## src/inc/exec_pkg.sv

```systemverilog
/*
 * Constants and types shared by the move, multiply, extend and branch
 * execution unit: operation codes, condition codes, flag positions,
 * register numbers, branch offset widths and the register map.
 * Assumes a 32-bit datapath and a 16-bit instruction granule.
 */
package exec_pkg;

	// -------------------------------------------------------------
	// Operations issued by the decode stage
	// -------------------------------------------------------------
	typedef enum logic [4:0] {
		OP_NONE = 5'h00,
		OP_COPY_REGISTER = 5'h01,
		OP_COPY_REGISTER_SETFLAGS = 5'h02,
		OP_COPY_IMMEDIATE = 5'h03,
		OP_COPY_INVERTED = 5'h04,
		OP_MULTIPLY_LOW_WORD = 5'h05,
		OP_BYTE_ORDER_SWAP_WORD = 5'h06,
		OP_BYTE_ORDER_SWAP_HALVES = 5'h07,
		OP_BYTE_ORDER_SWAP_SIGNED_HALF = 5'h08,
		OP_SIGN_EXTEND_BYTE = 5'h09,
		OP_SIGN_EXTEND_HALFWORD = 5'h0a,
		OP_ZERO_EXTEND_BYTE = 5'h0b,
		OP_ZERO_EXTEND_HALFWORD = 5'h0c,
		OP_BIT_TEST_AND = 5'h0d,
		OP_BRANCH = 5'h0e,
		OP_BRANCH_COND = 5'h0f,
		OP_BRANCH_WITH_LINK = 5'h10,
		OP_BRANCH_INDIRECT = 5'h11,
		OP_BRANCH_INDIRECT_LINK = 5'h12
	} op_t;

	// -------------------------------------------------------------
	// Condition codes
	// -------------------------------------------------------------
	localparam logic [3:0] COND_EQ = 4'h0;
	localparam logic [3:0] COND_NE = 4'h1;
	localparam logic [3:0] COND_CS = 4'h2;
	localparam logic [3:0] COND_CC = 4'h3;
	localparam logic [3:0] COND_MI = 4'h4;
	localparam logic [3:0] COND_PL = 4'h5;
	localparam logic [3:0] COND_VS = 4'h6;
	localparam logic [3:0] COND_VC = 4'h7;
	localparam logic [3:0] COND_HI = 4'h8;
	localparam logic [3:0] COND_LS = 4'h9;
	localparam logic [3:0] COND_GE = 4'ha;
	localparam logic [3:0] COND_LT = 4'hb;
	localparam logic [3:0] COND_GT = 4'hc;
	localparam logic [3:0] COND_LE = 4'hd;

	// -------------------------------------------------------------
	// Flags, registers and address arithmetic
	// -------------------------------------------------------------
	localparam int FLAG_N = 3;
	localparam int FLAG_Z = 2;
	localparam int FLAG_C = 1;
	localparam int FLAG_V = 0;
	localparam int FLAGS_T_BIT = 4;
	localparam logic [3:0] FLAGS_RESET = 4'h0;
	localparam logic [3:0] REG_LINK = 4'he;
	localparam logic [3:0] REG_PROGRAM_COUNTER = 4'hf;
	localparam logic [31:0] PC_READ_AHEAD = 32'h0000_0004;
	localparam logic [31:0] INSN_SIZE_SHORT = 32'h0000_0002;
	localparam logic [31:0] INSN_SIZE_LONG = 32'h0000_0004;
	localparam int OFS_W_BRANCH = 12;
	localparam int OFS_W_BRANCH_COND = 9;
	localparam int OFS_W_BRANCH_LINK = 25;

	// -------------------------------------------------------------
	// Register map, byte addresses
	// -------------------------------------------------------------
	localparam int ADDR_W = 4;
	localparam logic [3:0] ADDR_FLAGS = 4'h0;
	localparam logic [3:0] ADDR_CTRL = 4'h4;
	localparam logic [3:0] ADDR_STATUS = 4'h8;
	localparam logic [3:0] ADDR_FAULT_PC = 4'hc;
	localparam int CTRL_HOLD_BIT = 0;
	localparam int STATUS_FAULT_BIT = 0;
	localparam int STATUS_COUNT_LSB = 8;

endpackage : exec_pkg

```

## src/hw/move_mul_extend_branch_exec.sv

```systemverilog
/*
 * Execution unit for register and immediate copies, inverted copy, low
 * word multiply, byte order swaps, extends, bit test and the direct and
 * indirect branches with optional link. Condition flags and the state
 * bit live here and are reachable over an Avalon-MM slave.
 * Assumes the decode stage supplies operand values read from the
 * register file, the instruction address and a sign-carrying offset,
 * and writes back the registered result one cycle after issue.
 */
// Functional notes
// RQ1: Plain copy writes source unchanged to destination, flags untouched.
// RQ2: Flag-setting copy or inverted copy sets N and Z, keeps C and V.
// RQ3: Inverted copy writes the bitwise complement of the source.
// RQ4: Immediate flag-setting copy writes an 8-bit constant zero-extended.
// RQ5: Copy to program counter branches with bit 0 cleared, state bit kept.
// RQ6: Multiply writes only the low 32 bits of the product.
// RQ7: Multiply low word needs no signedness control.
// RQ8: Multiply sets N and Z from the result, keeps C and V.
// RQ9: Word byte swap reverses all four bytes of the source.
// RQ10: Halves byte swap swaps bytes inside each 16-bit half.
// RQ11: Signed half swap swaps low half bytes and sign-extends to 32 bits.
// RQ12: All byte swaps leave every flag unchanged.
// RQ13: Extends take bits 7:0 or 15:0, sign or zero extended to 32.
// RQ14: Extends leave every flag unchanged.
// RQ15: Bit test ANDs two registers, writes nothing, sets N and Z only.
// RQ16: Linking branches write next address with bit 0 set into R14.
// RQ17: Indirect branches fault instead of branching when target bit 0 is 0.
// RQ18: Indirect branches load target bit 0 into state bit, branch without it.
// RQ19: Offsets reach 2 KB, -256..+254 bytes conditional, 16 MB with link.
// RQ20: Conditional branch taken only when its condition holds.
// RQ21: Software never names stack pointer or counter as indirect target.
// RQ22: Software keeps multiply operands low and destination equal to Rm.
`timescale 1ns/1ns
module move_mul_extend_branch_exec
(
	input wire logic clk_sys,
	input wire logic nrst,
	input wire logic issue_valid,
	output logic issue_ready,
	input wire exec_pkg::op_t issue_op,
	input wire logic [3:0] issue_rd,
	input wire logic [31:0] issue_rn_val,
	input wire logic [31:0] issue_rm_val,
	input wire logic [7:0] issue_imm8,
	input wire logic [3:0] issue_cond,
	input wire logic [24:0] issue_offset,
	input wire logic [31:0] issue_pc,
	output logic wr_en,
	output logic [3:0] wr_addr,
	output logic [31:0] wr_data,
	output logic branch_valid,
	output logic [31:0] branch_target,
	output logic unrecoverable_fault_exception,
	output logic [3:0] cond_flags,
	output logic t_state,
	input wire logic [3:0] avs_address,
	input wire logic avs_read,
	input wire logic avs_write,
	input wire logic [31:0] avs_writedata,
	input wire logic [3:0] avs_byteenable,
	output logic [31:0] avs_readdata,
	output logic avs_waitrequest
);

	// ------------------------------------------------------------
	// State
	// ------------------------------------------------------------
	logic issue_ready_reg;
	logic wr_en_reg;
	logic [3:0] wr_addr_reg;
	logic [31:0] wr_data_reg;
	logic branch_valid_reg;
	logic [31:0] branch_target_reg;
	logic fault_reg;
	logic [3:0] flags_reg;
	logic t_state_reg;
	logic ctrl_hold_reg;
	logic fault_sticky_reg;
	logic [31:0] fault_pc_reg;
	logic [23:0] op_count_reg;
	logic [31:0] readdata_reg;
	logic waitrequest_reg;

	logic fire;
	logic bus_wr;
	logic bus_flags_wr;
	logic [31:0] res;
	logic res_wr;
	logic [3:0] res_rd;
	logic nz_upd;
	logic br;
	logic [31:0] br_tgt;
	logic fault;
	logic t_upd;
	logic [31:0] pc_base;
	logic [31:0] mul_low;

	assign fire = issue_valid && issue_ready_reg;
	assign bus_wr = avs_write && !waitrequest_reg;
	assign bus_flags_wr = bus_wr && avs_address == exec_pkg::ADDR_FLAGS
		&& avs_byteenable[0];
	assign pc_base = issue_pc + exec_pkg::PC_READ_AHEAD;
	// The low word of a product is the same for signed and unsigned
	// operands, so one unsigned multiplier serves both.
	assign mul_low = 32'(issue_rn_val * issue_rm_val); // see RQ6 see RQ7

	// ------------------------------------------------------------
	// Helpers
	// ------------------------------------------------------------
	function automatic logic [31:0] sext_ofs(input logic [24:0] v,
		input int w);
		logic [31:0] r;
		r = '0;
		for (int i = 0; i < 32; i++)
		begin
			r[i] = (i < w) ? v[i] : v[w - 1];
		end
		return r;
	endfunction : sext_ofs

	function automatic logic cond_true(input logic [3:0] c,
		input logic [3:0] f);
		logic n;
		logic z;
		logic cy;
		logic v;
		logic t;
		n = f[exec_pkg::FLAG_N];
		z = f[exec_pkg::FLAG_Z];
		cy = f[exec_pkg::FLAG_C];
		v = f[exec_pkg::FLAG_V];
		case (c)
			exec_pkg::COND_EQ: t = z;
			exec_pkg::COND_NE: t = !z;
			exec_pkg::COND_CS: t = cy;
			exec_pkg::COND_CC: t = !cy;
			exec_pkg::COND_MI: t = n;
			exec_pkg::COND_PL: t = !n;
			exec_pkg::COND_VS: t = v;
			exec_pkg::COND_VC: t = !v;
			exec_pkg::COND_HI: t = cy && !z;
			exec_pkg::COND_LS: t = !cy || z;
			exec_pkg::COND_GE: t = n == v;
			exec_pkg::COND_LT: t = n != v;
			exec_pkg::COND_GT: t = !z && n == v;
			exec_pkg::COND_LE: t = z || n != v;
			default: t = 1'b1;
		endcase
		return t;
	endfunction : cond_true

	// ------------------------------------------------------------
	// Operation decode and datapath
	// ------------------------------------------------------------
	always_comb
	begin
		res = issue_rm_val;
		res_wr = 1'b0;
		res_rd = issue_rd;
		nz_upd = 1'b0;
		br = 1'b0;
		br_tgt = '0;
		fault = 1'b0;
		t_upd = 1'b0;
		case (issue_op)
			exec_pkg::OP_COPY_REGISTER:
			begin
				if (issue_rd == exec_pkg::REG_PROGRAM_COUNTER)
				begin
					br = 1'b1; // see RQ5
					br_tgt = {issue_rm_val[31:1], 1'b0}; // see RQ5
				end
				else
				begin
					res_wr = 1'b1; // see RQ1
				end
			end
			exec_pkg::OP_COPY_REGISTER_SETFLAGS:
			begin
				res_wr = 1'b1;
				nz_upd = 1'b1; // see RQ2
			end
			exec_pkg::OP_COPY_IMMEDIATE:
			begin
				res = {24'h00_0000, issue_imm8}; // see RQ4
				res_wr = 1'b1;
				nz_upd = 1'b1; // see RQ2
			end
			exec_pkg::OP_COPY_INVERTED:
			begin
				res = ~issue_rm_val; // see RQ3
				res_wr = 1'b1;
				nz_upd = 1'b1; // see RQ2
			end
			exec_pkg::OP_MULTIPLY_LOW_WORD:
			begin
				res = mul_low; // see RQ22
				res_wr = 1'b1;
				nz_upd = 1'b1; // see RQ8
			end
			exec_pkg::OP_BYTE_ORDER_SWAP_WORD:
			begin
				res = {issue_rm_val[7:0], issue_rm_val[15:8],
					issue_rm_val[23:16], issue_rm_val[31:24]}; // see RQ9
				res_wr = 1'b1; // see RQ12
			end
			exec_pkg::OP_BYTE_ORDER_SWAP_HALVES:
			begin
				res = {issue_rm_val[23:16], issue_rm_val[31:24],
					issue_rm_val[7:0], issue_rm_val[15:8]}; // see RQ10
				res_wr = 1'b1; // see RQ12
			end
			exec_pkg::OP_BYTE_ORDER_SWAP_SIGNED_HALF:
			begin
				res = {{16{issue_rm_val[7]}}, issue_rm_val[7:0],
					issue_rm_val[15:8]}; // see RQ11
				res_wr = 1'b1; // see RQ12
			end
			exec_pkg::OP_SIGN_EXTEND_BYTE:
			begin
				res = {{24{issue_rm_val[7]}}, issue_rm_val[7:0]}; // see RQ13
				res_wr = 1'b1; // see RQ14
			end
			exec_pkg::OP_SIGN_EXTEND_HALFWORD:
			begin
				res = {{16{issue_rm_val[15]}}, issue_rm_val[15:0]}; // see RQ13
				res_wr = 1'b1; // see RQ14
			end
			exec_pkg::OP_ZERO_EXTEND_BYTE:
			begin
				res = {24'h00_0000, issue_rm_val[7:0]}; // see RQ13
				res_wr = 1'b1; // see RQ14
			end
			exec_pkg::OP_ZERO_EXTEND_HALFWORD:
			begin
				res = {16'h0000, issue_rm_val[15:0]}; // see RQ13
				res_wr = 1'b1; // see RQ14
			end
			exec_pkg::OP_BIT_TEST_AND:
			begin
				res = issue_rn_val & issue_rm_val; // see RQ15
				nz_upd = 1'b1; // see RQ15
			end
			exec_pkg::OP_BRANCH:
			begin
				br = 1'b1;
				br_tgt = pc_base + sext_ofs(issue_offset,
					exec_pkg::OFS_W_BRANCH); // see RQ19
			end
			exec_pkg::OP_BRANCH_COND:
			begin
				br = cond_true(issue_cond, flags_reg); // see RQ20
				br_tgt = pc_base + sext_ofs(issue_offset,
					exec_pkg::OFS_W_BRANCH_COND); // see RQ19
			end
			exec_pkg::OP_BRANCH_WITH_LINK:
			begin
				br = 1'b1;
				br_tgt = pc_base + sext_ofs(issue_offset,
					exec_pkg::OFS_W_BRANCH_LINK); // see RQ19
				res = (issue_pc + exec_pkg::INSN_SIZE_LONG) | 32'h0000_0001;
				res_rd = exec_pkg::REG_LINK; // see RQ16
				res_wr = 1'b1;
			end
			exec_pkg::OP_BRANCH_INDIRECT,
			exec_pkg::OP_BRANCH_INDIRECT_LINK:
			begin
				// A faulting indirect branch neither branches nor links, so
				// the handler sees the register file as it was.
				fault = !issue_rm_val[0]; // see RQ17 see RQ21
				br = issue_rm_val[0];
				t_upd = issue_rm_val[0]; // see RQ18
				br_tgt = {issue_rm_val[31:1], 1'b0}; // see RQ18
				res = (issue_pc + exec_pkg::INSN_SIZE_SHORT)
					| 32'h0000_0001; // see RQ16
				res_rd = exec_pkg::REG_LINK;
				res_wr = issue_rm_val[0]
					&& issue_op == exec_pkg::OP_BRANCH_INDIRECT_LINK;
			end
			default:
			begin
				res = issue_rm_val;
			end
		endcase
	end

	// ------------------------------------------------------------
	// Result registers
	// ------------------------------------------------------------
	always_ff @(posedge clk_sys or negedge nrst)
	begin
		if (!nrst)
		begin
			wr_en_reg <= 1'b0;
			wr_addr_reg <= 4'h0;
			wr_data_reg <= 32'h0000_0000;
			branch_valid_reg <= 1'b0;
			branch_target_reg <= 32'h0000_0000;
			fault_reg <= 1'b0;
		end
		else
		begin
			wr_en_reg <= fire && res_wr;
			branch_valid_reg <= fire && br;
			fault_reg <= fire && fault;
			if (fire)
			begin
				wr_addr_reg <= res_rd;
				wr_data_reg <= res;
				branch_target_reg <= br_tgt;
			end
		end
	end

	// ------------------------------------------------------------
	// Flags and state bit
	// ------------------------------------------------------------
	// An operation that sets the flags or the state bit takes priority over a bus write in the
	// same cycle; the bus write is then lost for that register.
	always_ff @(posedge clk_sys or negedge nrst)
	begin
		if (!nrst)
		begin
			flags_reg <= exec_pkg::FLAGS_RESET;
		end
		else if (fire && nz_upd)
		begin
			flags_reg[exec_pkg::FLAG_N] <= res[31]; // see RQ2 see RQ8
			flags_reg[exec_pkg::FLAG_Z] <= res == 32'h0000_0000; // see RQ15
		end
		else if (bus_flags_wr)
		begin
			flags_reg <= avs_writedata[3:0];
		end
	end

	always_ff @(posedge clk_sys or negedge nrst)
	begin
		if (!nrst)
		begin
			t_state_reg <= 1'b1;
		end
		else if (fire && t_upd)
		begin
			t_state_reg <= issue_rm_val[0]; // see RQ18
		end
		else if (bus_flags_wr)
		begin
			t_state_reg <= avs_writedata[exec_pkg::FLAGS_T_BIT];
		end
	end

	// ------------------------------------------------------------
	// Control, status and issue handshake
	// ------------------------------------------------------------
	always_ff @(posedge clk_sys or negedge nrst)
	begin
		if (!nrst)
		begin
			ctrl_hold_reg <= 1'b0;
			issue_ready_reg <= 1'b0;
		end
		else
		begin
			issue_ready_reg <= !ctrl_hold_reg;
			if (bus_wr && avs_address == exec_pkg::ADDR_CTRL
				&& avs_byteenable[0])
			begin
				ctrl_hold_reg <= avs_writedata[exec_pkg::CTRL_HOLD_BIT];
			end
		end
	end

	always_ff @(posedge clk_sys or negedge nrst)
	begin
		if (!nrst)
		begin
			fault_sticky_reg <= 1'b0;
			fault_pc_reg <= 32'h0000_0000;
			op_count_reg <= 24'h00_0000;
		end
		else
		begin
			if (fire)
			begin
				op_count_reg <= op_count_reg + 24'h00_0001;
			end
			// A fault in the clearing cycle keeps the bit set.
			if (fire && fault)
			begin
				fault_sticky_reg <= 1'b1; // see RQ17
				fault_pc_reg <= issue_pc;
			end
			else if (bus_wr && avs_address == exec_pkg::ADDR_STATUS
				&& avs_byteenable[0]
				&& avs_writedata[exec_pkg::STATUS_FAULT_BIT])
			begin
				fault_sticky_reg <= 1'b0;
			end
		end
	end

	// ------------------------------------------------------------
	// Avalon-MM slave: one wait cycle, then the answer
	// ------------------------------------------------------------
	always_ff @(posedge clk_sys or negedge nrst)
	begin
		if (!nrst)
		begin
			waitrequest_reg <= 1'b1;
			readdata_reg <= 32'h0000_0000;
		end
		else if (!waitrequest_reg)
		begin
			waitrequest_reg <= 1'b1;
		end
		else if (avs_read || avs_write)
		begin
			waitrequest_reg <= 1'b0;
			case (avs_address)
				exec_pkg::ADDR_FLAGS:
					readdata_reg <= {27'h000_0000, t_state_reg, flags_reg};
				exec_pkg::ADDR_CTRL:
					readdata_reg <= {31'h0000_0000, ctrl_hold_reg};
				exec_pkg::ADDR_STATUS:
					readdata_reg <= {op_count_reg, 7'h00, fault_sticky_reg};
				exec_pkg::ADDR_FAULT_PC:
					readdata_reg <= fault_pc_reg;
				default:
					readdata_reg <= 32'h0000_0000;
			endcase
		end
	end

	assign issue_ready = issue_ready_reg;
	assign wr_en = wr_en_reg;
	assign wr_addr = wr_addr_reg;
	assign wr_data = wr_data_reg;
	assign branch_valid = branch_valid_reg;
	assign branch_target = branch_target_reg;
	assign unrecoverable_fault_exception = fault_reg;
	assign cond_flags = flags_reg;
	assign t_state = t_state_reg;
	assign avs_readdata = readdata_reg;
	assign avs_waitrequest = waitrequest_reg;

	// ------------------------------------------------------------
	// Assertions
	// ------------------------------------------------------------
	AST_COPY_PLAIN: assert property (@(posedge clk_sys) disable iff (!nrst) // see RQ1
		fire && issue_op == exec_pkg::OP_COPY_REGISTER
		&& issue_rd != exec_pkg::REG_PROGRAM_COUNTER && !bus_flags_wr
		|=> wr_en && wr_data == $past(issue_rm_val) && $stable(flags_reg))
		else $error("plain copy wrong result or flags moved");
	AST_NZ_KEEP_CV: assert property (@(posedge clk_sys) disable iff (!nrst) // see RQ2
		fire && nz_upd |=> flags_reg[exec_pkg::FLAG_N] == wr_data[31]
		&& flags_reg[exec_pkg::FLAG_Z] == (wr_data == 32'h0000_0000)
		&& flags_reg[1:0] == $past(flags_reg[1:0]))
		else $error("flag setting form changed C or V or wrong N Z");
	AST_INVERT: assert property (@(posedge clk_sys) disable iff (!nrst) // see RQ3
		fire && issue_op == exec_pkg::OP_COPY_INVERTED
		|=> wr_en && (wr_data ^ $past(issue_rm_val)) == 32'hffff_ffff)
		else $error("inverted copy not complemented");
	AST_IMM8: assert property (@(posedge clk_sys) disable iff (!nrst) // see RQ4
		fire && issue_op == exec_pkg::OP_COPY_IMMEDIATE
		|=> wr_data[31:8] == 24'h00_0000 && wr_data[7:0] == $past(issue_imm8))
		else $error("immediate copy not zero extended");
	AST_COPY_TO_PC: assert property (@(posedge clk_sys) disable iff (!nrst) // see RQ5
		fire && issue_op == exec_pkg::OP_COPY_REGISTER
		&& issue_rd == exec_pkg::REG_PROGRAM_COUNTER && !bus_flags_wr
		|=> branch_valid && !wr_en && !branch_target[0]
		&& branch_target[31:1] == $past(issue_rm_val[31:1])
		&& $stable(t_state))
		else $error("copy to program counter mishandled");
	AST_MUL: assert property (@(posedge clk_sys) disable iff (!nrst) // see RQ6
		fire && issue_op == exec_pkg::OP_MULTIPLY_LOW_WORD
		|=> wr_data == 32'($past(issue_rn_val) * $past(issue_rm_val))
		&& flags_reg[exec_pkg::FLAG_N] == wr_data[31])
		else $error("multiply low word or N flag wrong");
	AST_SWAP_WORD: assert property (@(posedge clk_sys) disable iff (!nrst) // see RQ9
		fire && issue_op == exec_pkg::OP_BYTE_ORDER_SWAP_WORD
		&& !bus_flags_wr
		|=> wr_data[31:24] == $past(issue_rm_val[7:0])
		&& wr_data[7:0] == $past(issue_rm_val[31:24]) && $stable(flags_reg))
		else $error("word byte swap wrong");
	AST_SWAP_SIGNED: assert property (@(posedge clk_sys) disable iff (!nrst) // see RQ11
		fire && issue_op == exec_pkg::OP_BYTE_ORDER_SWAP_SIGNED_HALF
		|=> $signed(wr_data) == $signed($past({issue_rm_val[7:0],
		issue_rm_val[15:8]})))
		else $error("signed half swap wrong");
	AST_TEST_NO_WRITE: assert property (@(posedge clk_sys) disable iff (!nrst) // see RQ15
		fire && issue_op == exec_pkg::OP_BIT_TEST_AND
		|=> !wr_en && flags_reg[exec_pkg::FLAG_Z]
		== (($past(issue_rn_val) & $past(issue_rm_val)) == '0))
		else $error("bit test wrote a register or Z wrong");
	AST_LINK: assert property (@(posedge clk_sys) disable iff (!nrst) // see RQ16
		fire && issue_op == exec_pkg::OP_BRANCH_WITH_LINK
		|=> wr_en && wr_addr == exec_pkg::REG_LINK && wr_data[0]
		&& wr_data[31:1] == $past(issue_pc[31:1]) + 31'h0000_0002)
		else $error("link value wrong");
	AST_INDIRECT_FAULT: assert property (@(posedge clk_sys) disable iff (!nrst) // see RQ17
		fire && !issue_rm_val[0]
		&& (issue_op == exec_pkg::OP_BRANCH_INDIRECT
		|| issue_op == exec_pkg::OP_BRANCH_INDIRECT_LINK)
		|=> unrecoverable_fault_exception && !branch_valid && !wr_en
		##1 !unrecoverable_fault_exception || $past(fire))
		else $error("indirect branch with clear bit 0 did not fault");
	AST_INDIRECT_T: assert property (@(posedge clk_sys) disable iff (!nrst) // see RQ18
		fire && issue_rm_val[0] && issue_op == exec_pkg::OP_BRANCH_INDIRECT
		|=> branch_valid && t_state && !branch_target[0])
		else $error("indirect branch state bit or target wrong");
	AST_COND_NOT_TAKEN: assert property (@(posedge clk_sys) // see RQ20
		disable iff (!nrst)
		fire && issue_op == exec_pkg::OP_BRANCH_COND
		&& !cond_true(issue_cond, flags_reg) |=> !branch_valid)
		else $error("conditional branch taken on false condition");

endmodule : move_mul_extend_branch_exec

```

## config.mk

```make
export PLATFORM = sky130hd
export DESIGN_NAME = move_mul_extend_branch_exec
export DESIGN_NICKNAME = d
export VERILOG_FILES = /design/src/inc/exec_pkg.sv /design/src/hw/move_mul_extend_branch_exec.sv
export SDC_FILE = /design/constraint.sdc
export NUM_CORES = 2
export LEC_CHECK = 0
export BUFFER_PORTS_ARGS = -buffer_cell sky130_fd_sc_hd__buf_2
export CAP_MARGIN = 15
export CORE_AREA = 2 2 228 230
export CTS_CLUSTER_SIZE = 28
export DETAILED_ROUTE_END_ITERATION = 12
export DIE_AREA = 0 0 230 232
export PLACE_DENSITY = 0.75
export SYNTH_ARGS = -nofsm -noshare
export SYNTH_HDL_FRONTEND = slang
export SYNTH_SLANG_ARGS = --single-unit
```

## constraint.sdc

```tcl
create_clock -name clk_sys -period 2.95 [get_ports clk_sys]
set_clock_uncertainty 0.2 [all_clocks]
set_input_delay 0.59 -clock clk_sys [delete_from_list [all_inputs] [get_ports clk_sys]]
set_output_delay 0.59 -clock clk_sys [all_outputs]
set_load 0.005 [all_outputs]
```

==> metrics.log <==
INFO  metric detailedRoute.firstIterationViolations = 2,576
INFO  metric start_util = 54.62%
INFO  metric route.detailed.wl_per_inst = 24.91 microns
INFO  metric synth-seq-cells = 168
INFO  metric layout-drive-gt1-share = 37.85%
INFO  metric fmaxAchievable = 0.1339 GHz
INFO  metric rsz0062_at_grt = true
INFO  metric die_x = roughly 230 microns
INFO  metric detailedRoute.firstPassIterationCount = 7
INFO  metric cts_tree = yes
INFO  metric clockRootBuffer = sky130_fd_sc_hd__clkbuf_16
INFO  metric synth_cells = 3,195
INFO  metric htree_levels = 4
INFO  metric place_hpwl = 91,520 microns
INFO  metric number_of_clock_sinks = ~170
INFO  metric synth.avg_cell_area = 8.699 sq um
INFO  metric synth_ff_type = sky130_fd_sc_hd__dfrtp_1
INFO  metric fp-row-count = 83
INFO  metric synth.yosys.seq_area_share = 15.13%
INFO  metric worstPathArrival = 7.65 ns
INFO  metric run_status = complete, but fails checks
INFO  metric yosysWarnings = 0
INFO  metric wirelength = 117,400 microns
INFO  metric maxSlewHeadroom = 34.50%
INFO  metric grt_max_degree = 77
INFO  metric global_route.usage.total = between 40% and 50%
INFO  metric timing.final.max_slew_violations = 0
INFO  metric cts-root-to-sink-buffers = 2
INFO  metric worstMarginPinSlew = 0.9825 ns
INFO  metric portBuffers = around 270
INFO  metric final.setup.worst_slack = -4.519 ns
INFO  metric final.period_utilization = 253.2%
INFO  metric synth.net_count = 3,948
INFO  metric path_clk_slew = ~0.090 ns
INFO  metric critPathMaxFanout = 5
INFO  metric design.die.area = between 50,000 and 60,000 sq um
INFO  metric instances_no_fill = ~4,700
INFO  metric post-route-min-period = around 7.5 ns
INFO  metric max_cap_violations = 0
INFO  metric setup_viol = 51
INFO  metric setup-tns-final = -117.48 ns
INFO  metric floorplan.io_pins = 297
INFO  metric place.gp.congestion = 1.020
INFO  metric post_synth_num_cell_types = 87
INFO  metric clock_latency = about 0.47 ns
INFO  metric worstPathRequired = 3.13 ns
INFO  metric vias_per_cell = between 5 and 6
INFO  metric synth_edf_count = 0
INFO  metric number_of_global_route_vias_before_repair = just under 30,000
INFO  metric core_region_area = ~50,000 sq um
INFO  metric syn_area = 27,790 sq um
INFO  metric die_h = 232 microns
INFO  metric setup.worst_path.start_class = primary input
INFO  metric grt_first_pass_wirelength = 171,900 microns
INFO  metric layout.nets = 4,761
INFO  metric syn2layout_area_growth = 41.07%
INFO  metric final_cell_utilization_of_the_core = between 70% and 80%
INFO  metric worst_setup_path_end_kind = flip-flop
INFO  metric synth-async-reset-ratio = 100.0%
INFO  metric drt_drc_violations_left = 0
INFO  metric placed_cells_incl_taps = about 4,600
INFO  metric antenna_violations_before_repair = 17
INFO  metric violations = negative setup slack
INFO  metric detailroute.via_count = approximately 28,000
INFO  metric postRouteAntennaNets = 0
INFO  metric gr-total-overflow = 0
INFO  metric worstHoldPathType = primary input to flip-flop
INFO  metric tritoncts.num_buffers = 17
INFO  metric finalHoldViolations = 0
INFO  metric path_class = primary input to flip-flop
-- routing by layer --
| metal | wire length (microns) | up-vias | GRT usage [%] | part of all wire, % |
|---|---|---|---|---|
| met3 | 10980 | 502 | 8.878 | 9.4 |
| met2 | 54820 | 1638 | 69.23 | 47 |
| met5 | 56 | - | 0 | 0.048 |
| li1 | - | 11980 | - | - |
| met4 | 9044 | 8 | 26.03 | 7.7 |
| met1 | 42490 | 14030 | 52.78 | 36 |
-- worst max-delay path, cell delays in order --
cell and delay (ns):
sky130_fd_sc_hd__buf_8 0.11, sky130_fd_sc_hd__and2_4 0.15, sky130_fd_sc_hd__fa_1 0.55, sky130_fd_sc_hd__fa_1 0.44, sky130_fd_sc_hd__fa_1 0.52, sky130_fd_sc_hd__inv_2 0.05
sky130_fd_sc_hd__fa_1 0.53, sky130_fd_sc_hd__inv_1 0.05, sky130_fd_sc_hd__fa_1 0.47, sky130_fd_sc_hd__inv_1 0.04, sky130_fd_sc_hd__fa_1 0.49, sky130_fd_sc_hd__inv_1 0.06
sky130_fd_sc_hd__fa_1 0.45, sky130_fd_sc_hd__fa_2 0.59, sky130_fd_sc_hd__ha_4 0.23, sky130_fd_sc_hd__a21oi_2 0.19, sky130_fd_sc_hd__o21ai_2 0.10, sky130_fd_sc_hd__or3_4 0.36
sky130_fd_sc_hd__o21ai_4 0.18, sky130_fd_sc_hd__o221ai_4 0.16, sky130_fd_sc_hd__buf_6 0.15, sky130_fd_sc_hd__a311oi_2 0.26, sky130_fd_sc_hd__xnor2_1 0.11, sky130_fd_sc_hd__a211oi_1 0.23
sky130_fd_sc_hd__o21bai_2 0.16, sky130_fd_sc_hd__nand2_1 0.09, sky130_fd_sc_hd__o41ai_2 0.32
-- Yosys cell counts (9+ instances only) --
| library cell | count | area [sq um] |
|---|---|---|
| sky130_fd_sc_hd__xor2_1 | 55 | 481.7 |
| sky130_fd_sc_hd__nand2_1 | 426 | 1599 |
| sky130_fd_sc_hd__a21o_1 | 27 | 202.7 |
| sky130_fd_sc_hd__a211oi_1 | 11 | 82.58 |
| sky130_fd_sc_hd__mux2i_1 | 9 | 90.09 |
| sky130_fd_sc_hd__nor4_1 | 16 | 100.1 |
| sky130_fd_sc_hd__xnor2_1 | 113 | 989.7 |
| sky130_fd_sc_hd__o211ai_1 | 11 | 82.58 |
| sky130_fd_sc_hd__nor2_1 | 116 | 435.4 |
| sky130_fd_sc_hd__and2_1 | 323 | 2021 |
| sky130_fd_sc_hd__nand4_1 | 29 | 181.4 |
| sky130_fd_sc_hd__o21ai_0 | 140 | 700.7 |
| sky130_fd_sc_hd__nand2b_1 | 14 | 87.58 |
| sky130_fd_sc_hd__nor3_1 | 27 | 135.1 |
| sky130_fd_sc_hd__ha_1 | 157 | 1964 |
| sky130_fd_sc_hd__fa_1 | 409 | 8188 |
| sky130_fd_sc_hd__clkbuf_1 | 167 | 626.9 |
| sky130_fd_sc_hd__mux2_2 | 40 | 450.4 |
| sky130_fd_sc_hd__a21oi_1 | 93 | 465.5 |
| sky130_fd_sc_hd__nand3_1 | 57 | 285.3 |
| sky130_fd_sc_hd__and3_1 | 27 | 168.9 |
| sky130_fd_sc_hd__o22ai_1 | 14 | 87.58 |
| sky130_fd_sc_hd__a22oi_1 | 63 | 473.0 |
| sky130_fd_sc_hd__dfrtp_1 | 166 | 4154 |
| sky130_fd_sc_hd__inv_1 | 419 | 1573 |
| sky130_fd_sc_hd__a31oi_1 | 22 | 137.6 |
| sky130_fd_sc_hd__buf_2 | 20 | 100.1 |
| sky130_fd_sc_hd__buf_1 | 11 | 41.29 |
| sky130_fd_sc_hd__o2111ai_1 | 13 | 113.9 |
| sky130_fd_sc_hd__a221oi_1 | 16 | 140.1 |
| sky130_fd_sc_hd__nor2b_1 | 13 | 81.33 |
-- what timing repair did --
item                       in CTS  in global routing
setup buffers                  42                 86
gates resized for setup       323                330
hold buffers                    1                  0
hold endpoints to repair       42                  0
gates cloned                    3                  0
pin swaps                     113                201
setup endpoints to repair      56                 57
-- kinds of logic (layout without fill, tap and decap cells) --
family / after synthesis / count (layout) / synth area share, %
buffers and inverters: 631 / 1457 / 8.810
adder cells (fa/ha/maj): 566 / 566 / 36.53
other: 0 / 12 / 0
XOR/XNOR: 168 / 168 / 5.294
AND/OR/NAND/NOR: 1102 / 1102 / 19.93
AO/OA/AOI/OAI: 509 / 509 / 12.20
flip-flops: 168 / 168 / 15.13
multiplexers: 51 / 51 / 2.107
-- final cells by class --
type / count / area [sq um]
clock inverter: 15 / 188.9
timing repair buffer: 1006 / 8158
inverter: 419 / 1578
antenna: 12 / 30.03
fill: 3443 / 11680
clock buffer: 17 / 425.4
tap: 680 / 850.8
multi-input combinational: 2396 / 23770
sequential: 168 / 4207
-- path summary, 6_finish.rpt --
check	depth (start not counted)	to	from	slack, ns
worst max-delay path	27	cond_flags[2]$_DFFE_PN0P_	issue_rn_val[12]	-4.52
worst min-delay path	2	cond_flags[1]$_DFFE_PN0P_	avs_writedata[1]	0.15
worst max register to register	10	cond_flags[2]$_DFFE_PN0P_	issue_ready$_DFF_PN0_	0.02
worst min register to register	1	issue_ready$_DFF_PN0_	ctrl_hold_reg$_DFFE_PN0P_	0.26
max in group asynchronous	3	branch_target[19]$_DFFE_PN0P_	nrst	1.32
min in group asynchronous	2	avs_readdata[18]$_DFFE_PN0P_	nrst	0.41
-- per-stage QoR --
stage	area, sq um	worst slack (ns)	hold WS (ns)
after floorplan	28910	-4.707	0.09441
after global placement	34780	-5.165	0.2356
after detailed placement	34780	-5.338	0.2462
after CTS	37260	-4.372	0.1445
after global routing	39200	-4.688	0.1606
final	39210	-4.519	0.1522
-- cells in the final DEF, fill, tap and decap left out, types with 26 or more instances in the layout --
cell,Yosys,routed
sky130_fd_sc_hd__buf_8,0,26
sky130_fd_sc_hd__inv_2,0,36
sky130_fd_sc_hd__nand2_1,426,398
sky130_fd_sc_hd__nor2_1,116,101
sky130_fd_sc_hd__fa_2,0,42
sky130_fd_sc_hd__nand4_1,29,29
sky130_fd_sc_hd__dfrtp_1,166,166
sky130_fd_sc_hd__xnor2_1,113,95
sky130_fd_sc_hd__buf_2,20,219
sky130_fd_sc_hd__ha_4,0,53
sky130_fd_sc_hd__o21ai_1,1,28
sky130_fd_sc_hd__fa_1,409,367
sky130_fd_sc_hd__a22oi_1,63,60
sky130_fd_sc_hd__o21ai_0,140,86
sky130_fd_sc_hd__buf_4,5,613
sky130_fd_sc_hd__a21oi_1,93,58
sky130_fd_sc_hd__a21o_1,27,26
sky130_fd_sc_hd__nand3_1,57,44
sky130_fd_sc_hd__inv_1,419,381
sky130_fd_sc_hd__and2_4,0,44
sky130_fd_sc_hd__a21oi_2,0,27
sky130_fd_sc_hd__xor2_1,55,41
sky130_fd_sc_hd__and2_1,323,279
sky130_fd_sc_hd__buf_6,4,104
sky130_fd_sc_hd__ha_1,157,99
sky130_fd_sc_hd__buf_12,0,38
sky130_fd_sc_hd__mux2_2,40,36
Power is not shown: default switching activity piles up to over one toggle a cycle in this logic, so the estimate is an artifact.
